===== src/verilog/hub_boot_defines.svh =====
// constants of the boot and strap sequencer
// assumes inclusion by bare name from the design files
`ifndef HUB_BOOT_DEFINES_SVH
`define HUB_BOOT_DEFINES_SVH
// resistor sense codes, in table order
`define RC_200K_PD 3'h0
`define RC_200K_PU 3'h1
`define RC_10K_PD 3'h2
`define RC_10K_PU 3'h3
`define RC_10R_PD 3'h4
`define RC_10R_PU 3'h5
// port masks for none, one to four, and all six ports
`define MASK_NONE 6'h00
`define MASK_P1 6'h01
`define MASK_P12 6'h03
`define MASK_P123 6'h07
`define MASK_P1234 6'h0F
`define MASK_ALL 6'h3F
// config select code for the indicator and slave option
`define SEL_OPT2 3'h1
// serial flash image check
`define FLASH_READ_CMD 8'h03
`define FLASH_SIG_ADDR 24'h00FFFA
`define FLASH_SIG 32'h32444655
`define FLASH_LAST_BIT 7'h3F
// register indexes, byte address is four times the index
`define IDX_STATUS 10'h000
`define IDX_GPIO_DIR 10'h001
`define IDX_GPIO_OUT 10'h002
`define IDX_GPIO_PEN 10'h003
`define IDX_GPIO_PUP 10'h004
`define IDX_GPIO_IN 10'h005
`define IDX_PORTS 10'h006
`define IDX_CFG_DONE 10'h0FF
`define RESP_OKAY 2'h0
`define RESP_SLVERR 2'h2
`endif


===== src/verilog/hub_boot_pkg.sv =====
// types of the boot and strap sequencer
// assumes the defines header is compiled alongside
package hub_boot_pkg;
  typedef enum logic [2:0] {
    ST_FLASH_INIT, ST_FLASH_READ, ST_CFG_RD, ST_STRAP,
    ST_SOC_CFG, ST_OTP_CFG, ST_RUN
  } boot_stage_type;
endpackage


===== src/verilog/hub_boot_strap_sequencer.sv =====
// boot stage sequencer: flash signature check, strap decode, config wait
// assumes an AXI4-Lite master on i_sys_clk and strap levels from pin sense
// Contract
// - each port has a plus and minus line strap, 1 disables that line
// - a port is disabled only when both its line straps are high
// - a port disabled on the USB 2.0 side also loses its USB 3 side
// - fixed-device strap codes decode to none, 1, 1-2, 1-3, 1-4, all
// - charging strap codes decode to none, 1, 1-2, 1-3, 1-4, all
// - each general pin is input or output, inputs may pick pull up/down
// - general pin registers are writable only once booted
// - while reset is low stay in standby with all pins released
// - standby drops all state and restores every register default
// - on release, wait for clock lock and load defaults
// - strapped flash boot reads signature at FFFA, match enables ext rom
// - no signature or no flash strap continues to configuration read
// - the flash master works with mode 0 and mode 3 parts
// - configuration read loads defaults then overrides from straps
// - option 2 senses bus pins, both pulled up enters controller config
// - option 2 enables slave mode and speed indicator pins
// - controller config waits without limit for a write to index FF
`timescale 1ns/1ps
`default_nettype none
`include "hub_boot_defines.svh"
module hub_boot_strap_sequencer #(
  parameter int NG       = 8,
  parameter int SPI_HALF = 4
) (
  input  wire logic                       i_sys_clk,
  input  wire logic                       i_rst_n,
  input  wire logic [5:0]                 i_port_plus_line_off_strap,
  input  wire logic [5:0]                 i_port_minus_line_off_strap,
  input  wire logic [2:0]                 i_fixed_device_ports_strap,
  input  wire logic [2:0]                 i_charging_ports_strap,
  input  wire logic [2:0]                 i_config_select_strap,
  input  wire logic                       i_flash_boot_strap,
  input  wire logic                       i_mgmt_bus_data_pin,
  input  wire logic                       i_mgmt_bus_clock_pin,
  input  wire logic                       i_pll_locked,
  input  wire logic                       i_flash_miso,
  input  wire logic [NG-1:0]              i_general_pin_n,
  output var  logic                       o_flash_cs_n,
  output var  logic                       o_flash_sclk,
  output var  logic                       o_flash_mosi,
  output var  logic                       o_ext_rom_en,
  output var  hub_boot_pkg::boot_stage_type o_stage,
  output var  logic                       o_config_done,
  output var  logic                       o_mgmt_slave_en,
  output var  logic                       o_speed_ind_en,
  output var  logic [5:0]                 o_usb2_port_off,
  output var  logic [5:0]                 o_usb3_port_off,
  output var  logic [5:0]                 o_fixed_ports,
  output var  logic [5:0]                 o_charging_ports,
  output var  logic [NG-1:0]              o_general_pin_out,
  output var  logic [NG-1:0]              o_general_pin_oe,
  output var  logic [NG-1:0]              o_general_pin_pull_en,
  output var  logic [NG-1:0]              o_general_pin_pull_up,
  input  wire logic [11:0]                i_awaddr,
  input  wire logic                       i_awvalid,
  output var  logic                       o_awready,
  input  wire logic [31:0]                i_wdata,
  input  wire logic [3:0]                 i_wstrb,
  input  wire logic                       i_wvalid,
  output var  logic                       o_wready,
  output var  logic [1:0]                 o_bresp,
  output var  logic                       o_bvalid,
  input  wire logic                       i_bready,
  input  wire logic [11:0]                i_araddr,
  input  wire logic                       i_arvalid,
  output var  logic                       o_arready,
  output var  logic [31:0]                o_rdata,
  output var  logic [1:0]                 o_rresp,
  output var  logic                       o_rvalid,
  input  wire logic                       i_rready
);
  import hub_boot_pkg::*;
  localparam int DW = $clog2(SPI_HALF) + 1;
  localparam int SW = 26 + NG;

  typedef struct packed {
    boot_stage_type state;
    logic [DW-1:0]  div;
    logic [6:0]     bitc;
    logic [63:0]    tx;
    logic [31:0]    rx;
    logic           cs_n, sclk, mosi, ext_rom;
    logic           done, slave, speed;
    logic [5:0]     usb2_off, fixed, charge;
    logic [NG-1:0]  dir, gout, pen, pup;
    logic           aw_held, w_held, awready, wready, bvalid;
    logic [9:0]     aw_idx;
    logic [31:0]    wdata;
    logic [3:0]     wstrb;
    logic [1:0]     bresp, rresp;
    logic           arready, rvalid;
    logic [31:0]    rdata;
  } seq_state_type;
  seq_state_type st;
  seq_state_type next_st;

  logic [SW-1:0] sync_out;
  logic [5:0]    plus_s, minus_s;
  logic [2:0]    fixed_s, charge_s, sel_s;
  logic          flash_s, mdata_s, mclk_s, pll_s, miso_s;
  logic [NG-1:0] gpin_s;
  logic          done_hit;

  // every pin input passes the three-stage filter
  pin_sync #(.W(SW)) u_pin_sync (
    .i_sys_clk (i_sys_clk),
    .i_rst_n   (i_rst_n),
    .i_pins    ({i_general_pin_n, i_flash_miso, i_pll_locked, i_mgmt_bus_clock_pin,
                 i_mgmt_bus_data_pin, i_flash_boot_strap, i_config_select_strap,
                 i_charging_ports_strap, i_fixed_device_ports_strap,
                 i_port_minus_line_off_strap, i_port_plus_line_off_strap}),
    .o_pins    (sync_out)
  );
  assign {gpin_s, miso_s, pll_s, mclk_s, mdata_s, flash_s, sel_s,
          charge_s, fixed_s, minus_s, plus_s} = sync_out;

  // resistor code to a leading-ports mask, unknown codes give none
  function automatic logic [5:0] port_mask(input logic [2:0] code);
    unique case (code)
      `RC_200K_PU: port_mask = `MASK_P1;
      `RC_10K_PD:  port_mask = `MASK_P12;
      `RC_10K_PU:  port_mask = `MASK_P123;
      `RC_10R_PD:  port_mask = `MASK_P1234;
      `RC_10R_PU:  port_mask = `MASK_ALL;
      default:     port_mask = `MASK_NONE;
    endcase
  endfunction

  // the config-done write is a held write to index FF
  assign done_hit = st.aw_held && st.w_held && !st.bvalid && (st.aw_idx == `IDX_CFG_DONE);

  // boot stages, flash master and register slave
  always_comb begin
    next_st = st;
    unique case (st.state)
      ST_FLASH_INIT: begin
        if (pll_s) begin
          if (flash_s) begin
            next_st.cs_n  = 1'b0;
            next_st.tx    = {`FLASH_READ_CMD, `FLASH_SIG_ADDR, 32'h0000_0000};
            next_st.mosi  = 1'b0;                                 // command msb
            next_st.bitc  = '0;
            next_st.div   = '0;
            next_st.state = ST_FLASH_READ;
          end else begin
            next_st.state = ST_CFG_RD;
          end
        end
      end
      ST_FLASH_READ: begin
        // idle-low clock, sample late in the high phase: mode 0 and 3 parts
        next_st.div = st.div + 1'b1;
        if (st.div == DW'(SPI_HALF - 1)) begin
          next_st.div = '0;
          if (!st.sclk) begin
            next_st.sclk = 1'b1;
          end else begin
            next_st.sclk = 1'b0;
            next_st.rx   = {st.rx[30:0], miso_s};
            next_st.tx   = {st.tx[62:0], 1'b0};
            next_st.mosi = st.tx[62];
            if (st.bitc == `FLASH_LAST_BIT) begin
              next_st.cs_n    = 1'b1;
              next_st.mosi    = 1'b0;
              next_st.ext_rom = ({st.rx[30:0], miso_s} == `FLASH_SIG);
              next_st.state   = ST_CFG_RD;
            end else begin
              next_st.bitc = st.bitc + 1'b1;
            end
          end
        end
      end
      ST_CFG_RD: begin
        // defaults already in place, straps override them once
        next_st.usb2_off = plus_s & minus_s;
        next_st.fixed    = port_mask(fixed_s);
        next_st.charge   = port_mask(charge_s);
        next_st.state    = ST_STRAP;
      end
      ST_STRAP: begin
        if (sel_s == `SEL_OPT2) begin
          next_st.slave = 1'b1;
          next_st.speed = 1'b1;
          next_st.state = (mdata_s && mclk_s) ? ST_SOC_CFG : ST_OTP_CFG;
        end else begin
          next_st.state = ST_OTP_CFG;
        end
      end
      ST_SOC_CFG: begin
        if (done_hit) begin
          next_st.state = ST_OTP_CFG;
        end
      end
      ST_OTP_CFG: begin
        next_st.done  = 1'b1;
        next_st.state = ST_RUN;
      end
      ST_RUN: begin
        next_st.state = ST_RUN;
      end
      default: begin
        next_st.state = ST_FLASH_INIT;
      end
    endcase

    // write address and data are taken in either order
    if (i_awvalid && st.awready) begin
      next_st.aw_held = 1'b1;
      next_st.aw_idx  = i_awaddr[11:2];
    end
    if (i_wvalid && st.wready) begin
      next_st.w_held = 1'b1;
      next_st.wdata  = i_wdata;
      next_st.wstrb  = i_wstrb;
    end
    if (st.bvalid && i_bready) begin
      next_st.bvalid = 1'b0;
    end
    if (st.aw_held && st.w_held && !st.bvalid) begin
      next_st.aw_held = 1'b0;
      next_st.w_held  = 1'b0;
      next_st.bvalid  = 1'b1;
      next_st.bresp   = `RESP_OKAY;
      // general pin setup only once booted, low byte lane
      if (st.state == ST_RUN && st.wstrb[0]) begin
        unique case (st.aw_idx)
          `IDX_GPIO_DIR: next_st.dir  = st.wdata[NG-1:0];
          `IDX_GPIO_OUT: next_st.gout = st.wdata[NG-1:0];
          `IDX_GPIO_PEN: next_st.pen  = st.wdata[NG-1:0];
          `IDX_GPIO_PUP: next_st.pup  = st.wdata[NG-1:0];
          default: ;
        endcase
      end
      unique case (st.aw_idx)
        `IDX_STATUS, `IDX_GPIO_DIR, `IDX_GPIO_OUT, `IDX_GPIO_PEN,
        `IDX_GPIO_PUP, `IDX_GPIO_IN, `IDX_PORTS, `IDX_CFG_DONE: ;
        default: next_st.bresp = `RESP_SLVERR;
      endcase
    end
    next_st.awready = !next_st.aw_held && !next_st.bvalid;
    next_st.wready  = !next_st.w_held && !next_st.bvalid;

    // reads answer one cycle after the address is taken
    if (st.rvalid && i_rready) begin
      next_st.rvalid = 1'b0;
    end
    if (i_arvalid && st.arready) begin
      next_st.rvalid = 1'b1;
      next_st.rresp  = `RESP_OKAY;
      next_st.rdata  = '0;
      unique case (i_araddr[11:2])
        `IDX_STATUS:   next_st.rdata[6:0] = {st.speed, st.slave, st.done, st.ext_rom,
                                             st.state};
        `IDX_GPIO_DIR: next_st.rdata[NG-1:0] = st.dir;
        `IDX_GPIO_OUT: next_st.rdata[NG-1:0] = st.gout;
        `IDX_GPIO_PEN: next_st.rdata[NG-1:0] = st.pen;
        `IDX_GPIO_PUP: next_st.rdata[NG-1:0] = st.pup;
        `IDX_GPIO_IN:  next_st.rdata[NG-1:0] = gpin_s;
        `IDX_PORTS:    next_st.rdata[17:0]   = {st.charge, st.fixed, st.usb2_off};
        `IDX_CFG_DONE: next_st.rdata[0]      = st.done;
        default:       next_st.rresp         = `RESP_SLVERR;
      endcase
    end
    next_st.arready = !next_st.rvalid;
  end

  // standby: everything returns to defaults and all pins release
  always_ff @(posedge i_sys_clk or negedge i_rst_n) begin
    if (!i_rst_n) begin
      st         <= '0;
      st.state   <= ST_FLASH_INIT;
      st.cs_n    <= 1'b1;
      st.awready <= 1'b1;
      st.wready  <= 1'b1;
      st.arready <= 1'b1;
    end else begin
      st <= next_st;
    end
  end

  assign o_flash_cs_n          = st.cs_n;
  assign o_flash_sclk          = st.sclk;
  assign o_flash_mosi          = st.mosi;
  assign o_ext_rom_en          = st.ext_rom;
  assign o_stage               = st.state;
  assign o_config_done         = st.done;
  assign o_mgmt_slave_en       = st.slave;
  assign o_speed_ind_en        = st.speed;
  assign o_usb2_port_off       = st.usb2_off;
  assign o_usb3_port_off       = st.usb2_off;
  assign o_fixed_ports         = st.fixed;
  assign o_charging_ports      = st.charge;
  assign o_general_pin_out     = st.gout;
  assign o_general_pin_oe      = st.dir;
  assign o_general_pin_pull_en = st.pen;
  assign o_general_pin_pull_up = st.pup;
  assign o_awready             = st.awready;
  assign o_wready              = st.wready;
  assign o_bresp               = st.bresp;
  assign o_bvalid              = st.bvalid;
  assign o_arready             = st.arready;
  assign o_rdata               = st.rdata;
  assign o_rresp               = st.rresp;
  assign o_rvalid              = st.rvalid;

  // checks beside the logic
  a_port_off_both: assert property (@(posedge i_sys_clk) disable iff (!i_rst_n)
    st.state == ST_CFG_RD |=> o_usb2_port_off == ($past(plus_s) & $past(minus_s)))
    else $error("port off is not the and of both line straps");
  a_usb3_follows: assert property (@(posedge i_sys_clk) disable iff (!i_rst_n)
    o_usb3_port_off == o_usb2_port_off)
    else $error("usb3 side does not follow usb2 disable");
  a_fixed_decode: assert property (@(posedge i_sys_clk) disable iff (!i_rst_n)
    st.state == ST_CFG_RD && fixed_s == `RC_10R_PU |=> o_fixed_ports == `MASK_ALL)
    else $error("fixed ports strap decode wrong");
  a_charge_decode: assert property (@(posedge i_sys_clk) disable iff (!i_rst_n)
    st.state == ST_CFG_RD && charge_s == `RC_10K_PD |=> o_charging_ports == `MASK_P12)
    else $error("charging strap decode wrong");
  a_gpio_write_gate: assert property (@(posedge i_sys_clk) disable iff (!i_rst_n)
    !$stable(o_general_pin_oe) |-> $past(st.state) == ST_RUN)
    else $error("general pin direction changed before boot ended");
  a_flash_skip: assert property (@(posedge i_sys_clk) disable iff (!i_rst_n)
    st.state == ST_FLASH_INIT && pll_s && !flash_s |=> st.state == ST_CFG_RD ##1
    st.state == ST_STRAP)
    else $error("unstrapped flash boot did not reach config read");
  a_rom_enable: assert property (@(posedge i_sys_clk) disable iff (!i_rst_n)
    $rose(o_ext_rom_en) |-> $past(st.state) == ST_FLASH_READ && o_flash_cs_n)
    else $error("external rom enabled outside the signature read");
  a_opt2_sense: assert property (@(posedge i_sys_clk) disable iff (!i_rst_n)
    st.state == ST_STRAP && sel_s == `SEL_OPT2 && mdata_s && mclk_s
    |=> st.state == ST_SOC_CFG && o_mgmt_slave_en)
    else $error("bus pin pull-ups did not enter controller config");
  a_skip_sense: assert property (@(posedge i_sys_clk) disable iff (!i_rst_n)
    st.state == ST_STRAP && sel_s != `SEL_OPT2 |=> st.state == ST_OTP_CFG ##1
    st.state == ST_RUN)
    else $error("non option 2 did not go straight to otp combine");
  a_soc_wait: assert property (@(posedge i_sys_clk) disable iff (!i_rst_n)
    st.state == ST_SOC_CFG && !done_hit |=> st.state == ST_SOC_CFG)
    else $error("controller config left without the done write");
  a_straps_held: assert property (@(posedge i_sys_clk) disable iff (!i_rst_n)
    st.state == ST_RUN |=> $stable(o_fixed_ports) && $stable(o_usb2_port_off))
    else $error("strap results changed after sampling");
endmodule
`default_nettype wire


===== src/verilog/pin_sync.sv =====
// three-stage synchroniser with agreement filter for pin inputs
// assumes i_pins come from outside the i_sys_clk domain
`timescale 1ns/1ps
`default_nettype none
module pin_sync #(
  parameter int W = 8
) (
  input  wire logic         i_sys_clk,
  input  wire logic         i_rst_n,
  input  wire logic [W-1:0] i_pins,
  output var  logic [W-1:0] o_pins
);
  typedef struct packed {
    logic [W-1:0] ff1;
    logic [W-1:0] ff2;
    logic [W-1:0] ff3;
    logic [W-1:0] stable;
  } sync_state_type;
  sync_state_type st;
  sync_state_type next_st;

  // a bit counts once the second and third stages agree
  always_comb begin
    next_st = st;
    next_st.ff1 = i_pins;
    next_st.ff2 = st.ff1;
    next_st.ff3 = st.ff2;
    for (int i = 0; i < W; i++) begin
      if (st.ff2[i] == st.ff3[i]) begin
        next_st.stable[i] = st.ff3[i];
      end
    end
  end

  always_ff @(posedge i_sys_clk or negedge i_rst_n) begin
    if (!i_rst_n) begin
      st <= '0;
    end else begin
      st <= next_st;
    end
  end

  assign o_pins = st.stable;
endmodule
`default_nettype wire


===== config.mk =====
export PLATFORM = sky130hd
export DESIGN_NAME = hub_boot_strap_sequencer
export DESIGN_NICKNAME = d
export VERILOG_FILES = /design/src/verilog/hub_boot_pkg.sv /design/src/verilog/hub_boot_strap_sequencer.sv /design/src/verilog/pin_sync.sv
export VERILOG_INCLUDE_DIRS = /design/src /design/src/verilog
export SDC_FILE = /design/constraint.sdc
export NUM_CORES = 1
export LEC_CHECK = 0
export ABC_CLOCK_PERIOD_IN_PS = 2650
export BUFFER_PORTS_ARGS = -buffer_cell sky130_fd_sc_hd__buf_4
export CAP_MARGIN = 20
export CORE_ASPECT_RATIO = 0.8
export CORE_MARGIN = 2
export CORE_UTILIZATION = 59
export CTS_BUF_LIST = sky130_fd_sc_hd__clkbuf_4
export CTS_CLUSTER_DIAMETER = 80
export CTS_CLUSTER_SIZE = 10
export DETAILED_ROUTE_END_ITERATION = 10
export GPL_TIMING_DRIVEN = 0
export PLACE_DENSITY_LB_ADDON = 0.25
export SLEW_MARGIN = 10
export SYNTH_ARGS = -nofsm -noshare
export SYNTH_HDL_FRONTEND = slang
export SYNTH_HIERARCHICAL = 1
export SYNTH_SLANG_ARGS = --single-unit

===== constraint.sdc =====
create_clock -name i_sys_clk -period 2.65 [get_ports i_sys_clk]
set_input_delay 0.53 -clock i_sys_clk [delete_from_list [all_inputs] [get_ports i_sys_clk]]
set_output_delay 0.53 -clock i_sys_clk [all_outputs]
set_load 0.005 [all_outputs]

Word level (Yosys, flattened, before mapping)
Index checks and enable logic that the tools add are counted.

operators by class
  reductions and logical operators = 37
  add/subtract/negate cells = 2
  bitwise logic cells = 1
  eq/ne operators = 75
  muxes and demuxes = 36

operators by type and width
  operator                                                                  number
  74-bit case mux with 2 select lines                                       1
  113-bit two-way mux                                                       1
  104-bit two-way mux                                                       1
  77-bit two-way mux                                                        1
  74-bit two-way mux                                                        1
  10-bit by 3-bit equality test with 1-bit output (second input constant)   6
  6-bit case mux with 5 select lines                                        2
  6-bit case mux with 7 select lines                                        1
  10-bit by 2-bit equality test with 1-bit output (second input constant)   4
  1-bit equality test                                                       34
  33-bit two-way mux                                                        1
  32-bit by 30-bit equality test with 1-bit output (second input constant)  1
  3-bit by 2-bit equality test with 1-bit output (second input constant)    7
  3-bit equality test (second input constant)                               7
  10-bit by 1-bit equality test with 1-bit output (second input constant)   2
  10-bit by 8-bit equality test with 1-bit output (second input constant)   2
  10-bit zero test                                                          2
  3-bit case mux with 6 select lines                                        1
  3-bit AND reduction                                                       6
  8-bit OR reduction                                                        2
  3-bit by 1-bit equality test with 1-bit output (second input constant)    4
  1-bit logical AND                                                         12
  2-bit two-way mux                                                         6
  6-bit AND reduction                                                       2
  20 further kinds                                                          44

storage, ports and cells
  input port bits = 101
  word-level logic and storage cells = 219
  output and inout port bits = 107
  register bits after elaboration = 348

Depth between registers and ports, before layout
Gate-level depths: netlist of run 1.

  depth in word-level cells = 5
  mapped depth = 7
  depth with buffers taken out = 6

Cells and area by module
Netlist of run 1, hierarchy kept.

modules (own cells, without submodules)
  module                    area an instance (µm²)  cells an instance  seq. area each (µm²)  times used
  hub_boot_strap_sequencer  9,412.8                 824                5,109.9               1
  pin_sync                  4,041.4                 204                3,403.3               1

Least setup slack after synthesis of run 1
OpenSTA, ideal clock, no wires.

  path kind = in2reg
  start = input port i_araddr[5]
  end = register st (netlist bit o_rdata[7])
  arrival time = 1.801 ns
  setup time = 0.095 ns
  stages on the path = 4
  required time = 2.555 ns
  path buffers = 0
  setup slack = 0.754 ns
  cells stage by stage = or4_4 nor4_2 a22oi_1 o31ai_1

between the ends
  word-level cells in the longest chain between the ends = 2
  elaborated cells on any way between the ends = 7
  classes of those cells = eq/ne: 6; mux: 1

ends and longest elaborated chain
  element                                                                        RTL line                         source
  start, declared                                                                hub_boot_strap_sequencer.sv:67   input wire logic [11:0] i_araddr,
  10-bit by 3-bit equality test with 1-bit output, or another cell as far along  hub_boot_strap_sequencer.sv:254  unique case (i_araddr[11:2])
  1-bit case mux with 6 select lines *                                           hub_boot_strap_sequencer.sv:254
  end signal, assigned                                                           hub_boot_strap_sequencer.sv:280  st <= next_st;
  end, declared                                                                  hub_boot_strap_sequencer.sv:97   seq_state_type st;

Mark *: on every way between the ends. The rest lies on a longest branch, timed or not.
A chain may end at the register's enable or synchronous reset.

Worst setup path in the final report of run 1
  start = register st (netlist bit o_stage[2])
  end = register st[242] (netlist name)

between the ends
  word-level cells in the longest chain between the ends = 3
  elaborated cells on any way between the ends = 10
  classes of those cells = eq/ne: 6; mux: 1; reduce/logical: 3

ends and longest elaborated chain
  element                                                                            RTL line                         source
  3-bit by 1-bit equality test with 1-bit output or 3-bit zero test (tied branches)  hub_boot_strap_sequencer.sv:138  unique case (st.state)
  2-bit != test (no line), or another cell as far along                              n/a
  6-bit AND reduction (no line)                                                      n/a

Parallel ways exist; a longest one is shown, timed or not.

==> results of run 1 <==
synthesized netlist by cell type, types with 3 or more instances:
cell	instances	share of area
dfrtp_1	336	0.62
nand2_1	141	0.039
buf_4	131	0.073
mux2_2	61	0.051
a22o_1	59	0.038
maj3_2	34	0.028
o21ai_0	27	0.010
nor2_1	19	0.0053
clkbuf_1	18	0.0050
inv_1	16	0.0045
buf_2	13	0.0048
o22a_1	12	0.0078
a21oi_1	11	0.0041
mux2i_1	8	0.0060
nand2b_1	7	0.0033
ha_1	6	0.0056
nand3_1	6	0.0022
nor2b_1	6	0.0028
nor3_1	6	0.0022
nor4b_1	6	0.0039
a211oi_1	5	0.0028
a22oi_1	5	0.0028
nand4_1	5	0.0023
o21a_1	5	0.0028
a21o_1	4	0.0022
a31oi_1	4	0.0019
dfstp_2	4	0.0078
mux4_2	4	0.0067
nor4bb_1	4	0.0030
and2_1	3	0.0014
buf_1	3	0.00084
nand3b_1	3	0.0017
per-layer routing:
metal | vias up | track usage
li1 | 3958 | -
met1 | 4208 | 0.324
met2 | 210 | 0.352
met3 | 26 | 0.0406
met4 | 0 | 0.0553
met5 | - | 0
cell usage in the layout, fill, tap and decap left out, types with 5 or more instances in the layout:
master / n
dfrtp_1: 336
buf_4: 290
nand2_1: 141
mux2_2: 61
a22o_1: 59
clkbuf_4: 55
dlygate4sd3_1: 36
maj3_2: 34
o21ai_0: 27
nor2_1: 19
clkbuf_1: 18
inv_1: 16
conb_1: 16
buf_2: 13
o22a_1: 12
a21oi_1: 11
mux2i_1: 8
nand2b_1: 7
nor3_1: 6
nor2b_1: 6
nand3_1: 6
nor4b_1: 6
ha_1: 6
o21a_1: 5
a211oi_1: 5
a22oi_1: 5
nand4_1: 5
cell families (layout without fill, tap and decap cells):
kind of cell    after synthesis  count (layout)
fa+ha+maj                    40              40
other cells                   1              17
flops                       340             340
xor+xnor                      2               2
mux                          73              73
simple gates                235             235
buf+inv                     181             435
compound gates              156             156
report_power, final:
group          total [mW]  switching (mW)  internal (mW)  leakage, nW
clock                2.53            1.59          0.938        0.253
combinational        2.39            1.14           1.25         3.33
sequential           6.31           0.562           5.75         4.27
layout make-up:
cell class,count,area (sq um),share of cell area
flip-flops and latches,340,8510,0.533
multi-input cells,522,3810,0.239
repair buffers,199,1650,0.103
plain buffers,165,1130,0.0706
clock buffers,55,413,0.0259
well taps,306,383,0.0240
inverters,16,60.1,0.00376
diodes,1,2.50,0.000157
registers in the layout, summed over array words and instances, names as in the netlist, 3 cells and up:
register / count
st: 124
u_pin_sync/next_st: 68
u_pin_sync/o_pins: 34
u_pin_sync/st: 34
o_rdata: 16
o_general_pin_oe: 8
o_general_pin_out: 8
o_general_pin_pull_en: 8
o_general_pin_pull_up: 8
o_usb2_port_off: 6
o_charging_ports: 5
o_fixed_ports: 5
o_stage: 3
metrics by stage:
step / area [sq um] / setup slack, ps / cells
4_1_cts: 16000 / 387 / 1603
5_1_grt: 16000 / 257 / 1604
3_5_place_dp: 15200 / 359 / 1512
2_1_floorplan: 13500 / 754 / 1043
6_report: 16000 / 388 / 1604
3_3_place_gp: 15100 / -1970 / 1509
timing repair:
| item | in CTS | in global routing |
|---|---|---|
| hold buffers | 36 | 0 |
| endpoints found under the setup margin | 0 | 0 |
| endpoints found under the hold margin | 114 | 0 |
| resized for setup | 0 | 0 |
worst paths after layout:
| path | endpoint | cells after the start |
|---|---|---|
| setup / recovery | st[242] | 5 |
| hold / removal | o_bvalid | 2 |
| setup reg to reg | st[242] | 5 |
| hold reg to reg | u_pin_sync/next_st[65] | 0 |
| max in group asynchronous | o_flash_cs_n | 4 |
| min in group asynchronous | u_pin_sync/o_pins[26] | 2 |
==> flow_summary.json, run 1 <==
{
  "status": "complete, no violations",
  "synth_top_family_by_area": "simple AND/OR/NAND/NOR gates",
  "worst_pin_slew_ps": 819,
  "final_nets": 1390,
  "synth-edff-count": 0,
  "start_util": 0.600,
  "core_area_sq_um": 22400,
  "fillers": 1594,
  "end_kind": "flip-flop",
  "tns_ps": 0,
  "crit_required_ps": 3180,
  "timing.hold.ws_ps": 86.0,
  "synth_compound_area_frac": 0.0887,
  "utilization": 0.711,
  "grt_util_all_layers": 0.222,
  "synthMuxAreaShare": 0.0637,
  "cp_data_arrival_time_ps": 2790,
  "seq_area_frac_synth": 0.633,
  "finClkSkew_ps": 28.5,
  "critPathMaxStageDelay_ps": 540,
  "max-slew-margin-rel": 0.449,
  "routed_wl_um": 26200,
  "pin_count": 208,
  "drtAntennaViolNets": 0,
  "min_from": "i_bready",
  "wl_per_cell_um": 16.4,
  "wl_met2_um": 12500,
  "gp_congestion": 0.787,
  "layout-drive-gt1-share": 0.372,
  "via_per_inst": 5.24,
  "die_h_um": 139,
  "cts_tree": "done",
  "io_buffers": 160,
  "fin_crit_sh": 0.854,
  "min_period_ps": 2260,
  "setup_viol": 0,
  "post_cts_buffers": 0,
  "rsz0062_at_grt": "no",
  "async_reset_ff_frac": 1.00,
  "total_power_mw": 11.2,
  "clk_pin_slew_ps": 110,
  "syn_inst": 1028,
  "p_leak_nw": 7.85,
  "ir_drop_uv": 513,
  "cts.htree.levels": 2,
  "ys_ff_latch": 340,
  "r2r_slack_ps": 390,
  "first_pass_iters": 5,
  "start_kind": "flip-flop",
  "clk_latency_ps": 660,
  "cts_made_buffers": 39,
  "critical_path.top_delay_family": "compound AO/OA/AOI/OAI gates",
  "critPathKind": "reg2reg",
  "grt_pass1_vias": 8455,
  "fmax_mhz": 442,
  "yosysWarnings": 6,
  "cts-root-buf": "clkbuf_4",
  "grt_pass1_wl_um": 43200,
  "fp.dieW_um": 173,
  "synth_simple_gate_area_frac": 0.0910,
  "synth_cell_type_count": 76,
  "hold_path_class": "in2reg",
  "dr.max_layer_used": "met4",
  "critPathSlowestCell": "a21oi_1",
  "grt_max_degree": 105,
  "critPathLaunch": "o_stage[2]",
  "core.rowCount": 49,
  "clk_path_buf_depth": 3,
  "antenna_found_initial": 1,
  "syn_to_final_growth_pct": 18.6,
  "synthXorXnorAreaFrac": 0.00130,
  "maxSlewViolCount": 0,
  "synth_flop_cell": "dfrtp_1",
  "power.density_nw_per_um2": 704,
  "synthAdderAreaFrac": 0.0340,
  "drc_errors": 0,
  "clock_sinks": 340,
  "r2r-start": "o_stage[2]",
  "path_cells": "clkbuf_1 > nor2_1 > nand2b_1 > a21oi_1 > mux2_2",
  "cp.buffers_inverters": 1,
  "syn_area_sq_um": 13500,
  "gr-total-overflow": 0,
  "synth_area_per_cell_sq_um": 13.1,
  "maxCapViolCount": 0,
  "critPathMaxFanout": 10,
  "dr_total_vias": 8402,
  "wl_met1_um": 12100,
  "hold_viol": 0,
  "wl_met3_um": 1300,
  "die-area_sq_um": 24000,
  "dp_hpwl_um": 18300,
  "drt_iter0_drc": 490
}
Note: power is estimated with default switching activity, not from simulation.
==> run 2: changes to the inputs <==
--- a/config.mk
+++ b/config.mk
@@ -6,6 +6,7 @@
 export SDC_FILE = /design/constraint.sdc
 export NUM_CORES = 1
 export LEC_CHECK = 0
+export ABC_AREA = 1
 export ABC_CLOCK_PERIOD_IN_PS = 2650
 export BUFFER_PORTS_ARGS = -buffer_cell sky130_fd_sc_hd__buf_4
 export CAP_MARGIN = 20
@@ -14,7 +15,6 @@
 export CORE_UTILIZATION = 59
 export CTS_BUF_LIST = sky130_fd_sc_hd__clkbuf_4
 export CTS_CLUSTER_DIAMETER = 80
-export CTS_CLUSTER_SIZE = 10
 export DETAILED_ROUTE_END_ITERATION = 10
 export GPL_TIMING_DRIVEN = 0
 export PLACE_DENSITY_LB_ADDON = 0.25
==> run 2 against run 1 <==
Combinational power increased by 18%; area after synthesis up 3.5%; wire length is 11% higher; die area increased by 3.4%; cell count grew 30%; critical endpoint is now o_stage[0]; critical path type is now reg2out; register-to-register slack better by 270 ps.
==> flow_summary.json, run 2 <==
{
  "cts_tree": "done",
  "critPathMaxFanout": 7,
  "clk_latency_ps": 670,
  "start_util": 0.598,
  "critPathKind": "reg2out",
  "critical_path.top_delay_family": "flip-flops",
  "syn_to_final_growth_pct": 22.2,
  "rsz0062_at_grt": "no",
  "wl_per_cell_um": 13.9,
  "final_area_sq_um": 17000,
  "fp.dieW_um": 176,
  "fin_crit_sh": 0.752,
  "utilization": 0.731,
  "cts-root-buf": "clkbuf_4",
  "layout-drive-gt1-share": 0.278,
  "dp_hpwl_um": 20200,
  "syn_area_sq_um": 13900,
  "crit_required_ps": 2120,
  "synth_cell_type_count": 42,
  "hold_path_class": "in2reg",
  "final_cell_mix": "dfrtp_1 (336), nand2_1 (308), buf_4 (295)",
  "dp_cells": 1919,
  "fin_cells": 2093,
  "min_period_ps": 1990,
  "synth_flop_cell": "dfrtp_1",
  "largest_register_ffs": 124,
  "setup_viol": 0,
  "dr_total_vias": 10300,
  "cp.buffers_inverters": 2,
  "fmax_mhz": 501,
  "hold_viol": 0,
  "first_pass_iters": 5,
  "post_cts_buffers": 0,
  "synthTopCellsByCount": "dfrtp_1 (336), nand2_1 (308), inv_1 (149)",
  "cts_made_buffers": 80,
  "yosysTopAreaCell": "dfrtp_1",
  "clk_path_buf_depth": 3,
  "die-area_sq_um": 24900,
  "grt_pass1_wl_um": 48000,
  "power.density_nw_per_um2": 767,
  "p_leak_nw": 8.70,
  "synth.most_common_cell": "dfrtp_1",
  "ys_ff_latch": 340,
  "pin_count": 208,
  "synth-edff-count": 0,
  "die_h_um": 141,
  "final_nets": 1831,
  "path_cells": "buf_4 > buf_4",
  "cp_data_arrival_time_ps": 1460,
  "io_buffers": 160,
  "final_common_cell": "dfrtp_1",
  "cts.htree.levels": 3,
  "total_power_mw": 13.1,
  "status": "complete, no violations",
  "synth_area_per_cell_sq_um": 9.75,
  "synth_top_area_share": 0.604,
  "core_area_sq_um": 23300,
  "gp_congestion": 0.860,
  "via_per_inst": 4.94,
  "drc_errors": 0,
  "ir_drop_uv": 618,
  "placed_area_sq_um": 15700,
  "grt_max_degree": 109,
  "grt_pass1_vias": 10200,
  "critPathMostFrequentCell": "buf_4",
  "syn_inst": 1429,
  "start_kind": "flip-flop",
  "end_kind": "output pin",
  "yosysWarnings": 6,
  "maxSlewViolCount": 0,
  "drt_iter0_drc": 742,
  "largest-register": "st",
  "core.rowCount": 50,
  "critPathMaxStageDelay_ps": 550,
  "routed_wl_um": 29000,
  "worst_pin_slew_ps": 574,
  "gr-total-overflow": 0,
  "clk_pin_slew_ps": 70,
  "max-slew-margin-rel": 0.618,
  "drtAntennaViolNets": 0,
  "async_reset_ff_frac": 1.00,
  "synth.area.top_cells": "dfrtp_1 (60%), nand2_1 (8.3%), buf_4 (7.3%)",
  "clock_sinks": 340,
  "antenna_found_initial": 1,
  "finClkSkew_ps": 45.8,
  "maxCapViolCount": 0,
  "critPathSlowestCell": "dfrtp_1",
  "seq_area_frac_synth": 0.611,
  "grt_util_all_layers": 0.240
}
run 2: cell types whose count changed in the layout (fill, tap and decap cells not counted), moves of 13 or more:
cell,delta
nand2_1,+167
a21oi_1,+28
nand3_1,+63
clkinv_1,+16
inv_1,+133
o22ai_1,+42
o21ai_0,+48
o21ai_2,+13
nor2_1,+102
a22o_1,-59
maj3_2,-34
o21ai_1,+16
clkbuf_4,+61
mux2_2,-61
run 2: layout make-up:
| type | count | area [sq um] |
|---|---|---|
| Sequential cell | 340 | 8510 |
| Fill cell | 1723 | 6250 |
| Multi-Input combinational cell | 779 | 3640 |
| Timing Repair Buffer | 198 | 1640 |
| Buffer | 169 | 1240 |
| Clock buffer | 116 | 871 |
| Inverter | 156 | 588 |
| Tap cell | 312 | 390 |
| Clock inverter | 22 | 131 |
| Antenna cell | 1 | 2.50 |
run 2: power breakdown:
group	total [mW]	leakage [nW]	internal (mW)	switching (mW)
clock network	4.04	0.584	2.11	1.93
logic	2.83	3.82	1.27	1.57
registers	6.18	4.29	5.75	0.436
run 2: worst paths after layout:
check,startpoint,end,slack (ps),cells after the start
worst max-delay path,o_stage[0],o_stage[0],660,2
worst max register to register,st[249],st[174],660,7
max in group asynchronous,i_rst_n,st[196],1080,4
worst min register to register,u_pin_sync/next_st[82],u_pin_sync/next_st[48],340,0
min in group asynchronous,i_rst_n,u_pin_sync/st[60],320,2
worst min-delay path,i_rready,o_arready,80,3
run 2: routing by layer:
layer	global-route usage	part of all wire	vias up	wire [um]
li1	-	-	5053	-
met1	0.330	0.45	4904	12900
met2	0.385	0.47	324	13600
met3	0.0493	0.061	61	1770
met4	0.0874	0.023	0	677
met5	0	0	-	0
run 2: repair_timing:
| action | in CTS | in global routing |
|---|---|---|
| hold endpoints to repair | 68 | 0 |
| hold buffers | 35 | 0 |
| resized for setup | 0 | 0 |
run 2: cells by family (layout without fill, tap and decap cells):
logic type / Yosys count / after routing / share of synthesized area
AOI/OAI and AO/OA: 198 / 198 / 0.0819
other: 1 / 17 / 0.000269
and+or+nand+nor: 557 / 557 / 0.169
buffers and inverters: 325 / 661 / 0.131
DFF: 340 / 340 / 0.611
adders and majority gates: 6 / 6 / 0.00539
xor gates and xnor gates: 2 / 2 / 0.00126
run 2: through the flow:
stage / worst slack, ps / hold slack [ps] / setup TNS (ps)
after floorplan: 1090 / 234 / 0
after global placement: -1970 / 332 / -658090
after detailed placement: 594 / 335 / 0
after CTS: 619 / 27.8 / 0
after global routing: 577 / 42.2 / 0
final: 656 / 76.3 / 0
run 2: worst register-to-register path, delay by kind of cell, from the launching register on:
kind            cells  cell delay, ps
compound gates      1             170
fa+ha+maj           1             150
flops               1             370
simple gates        3             730
buf+inv             2             430
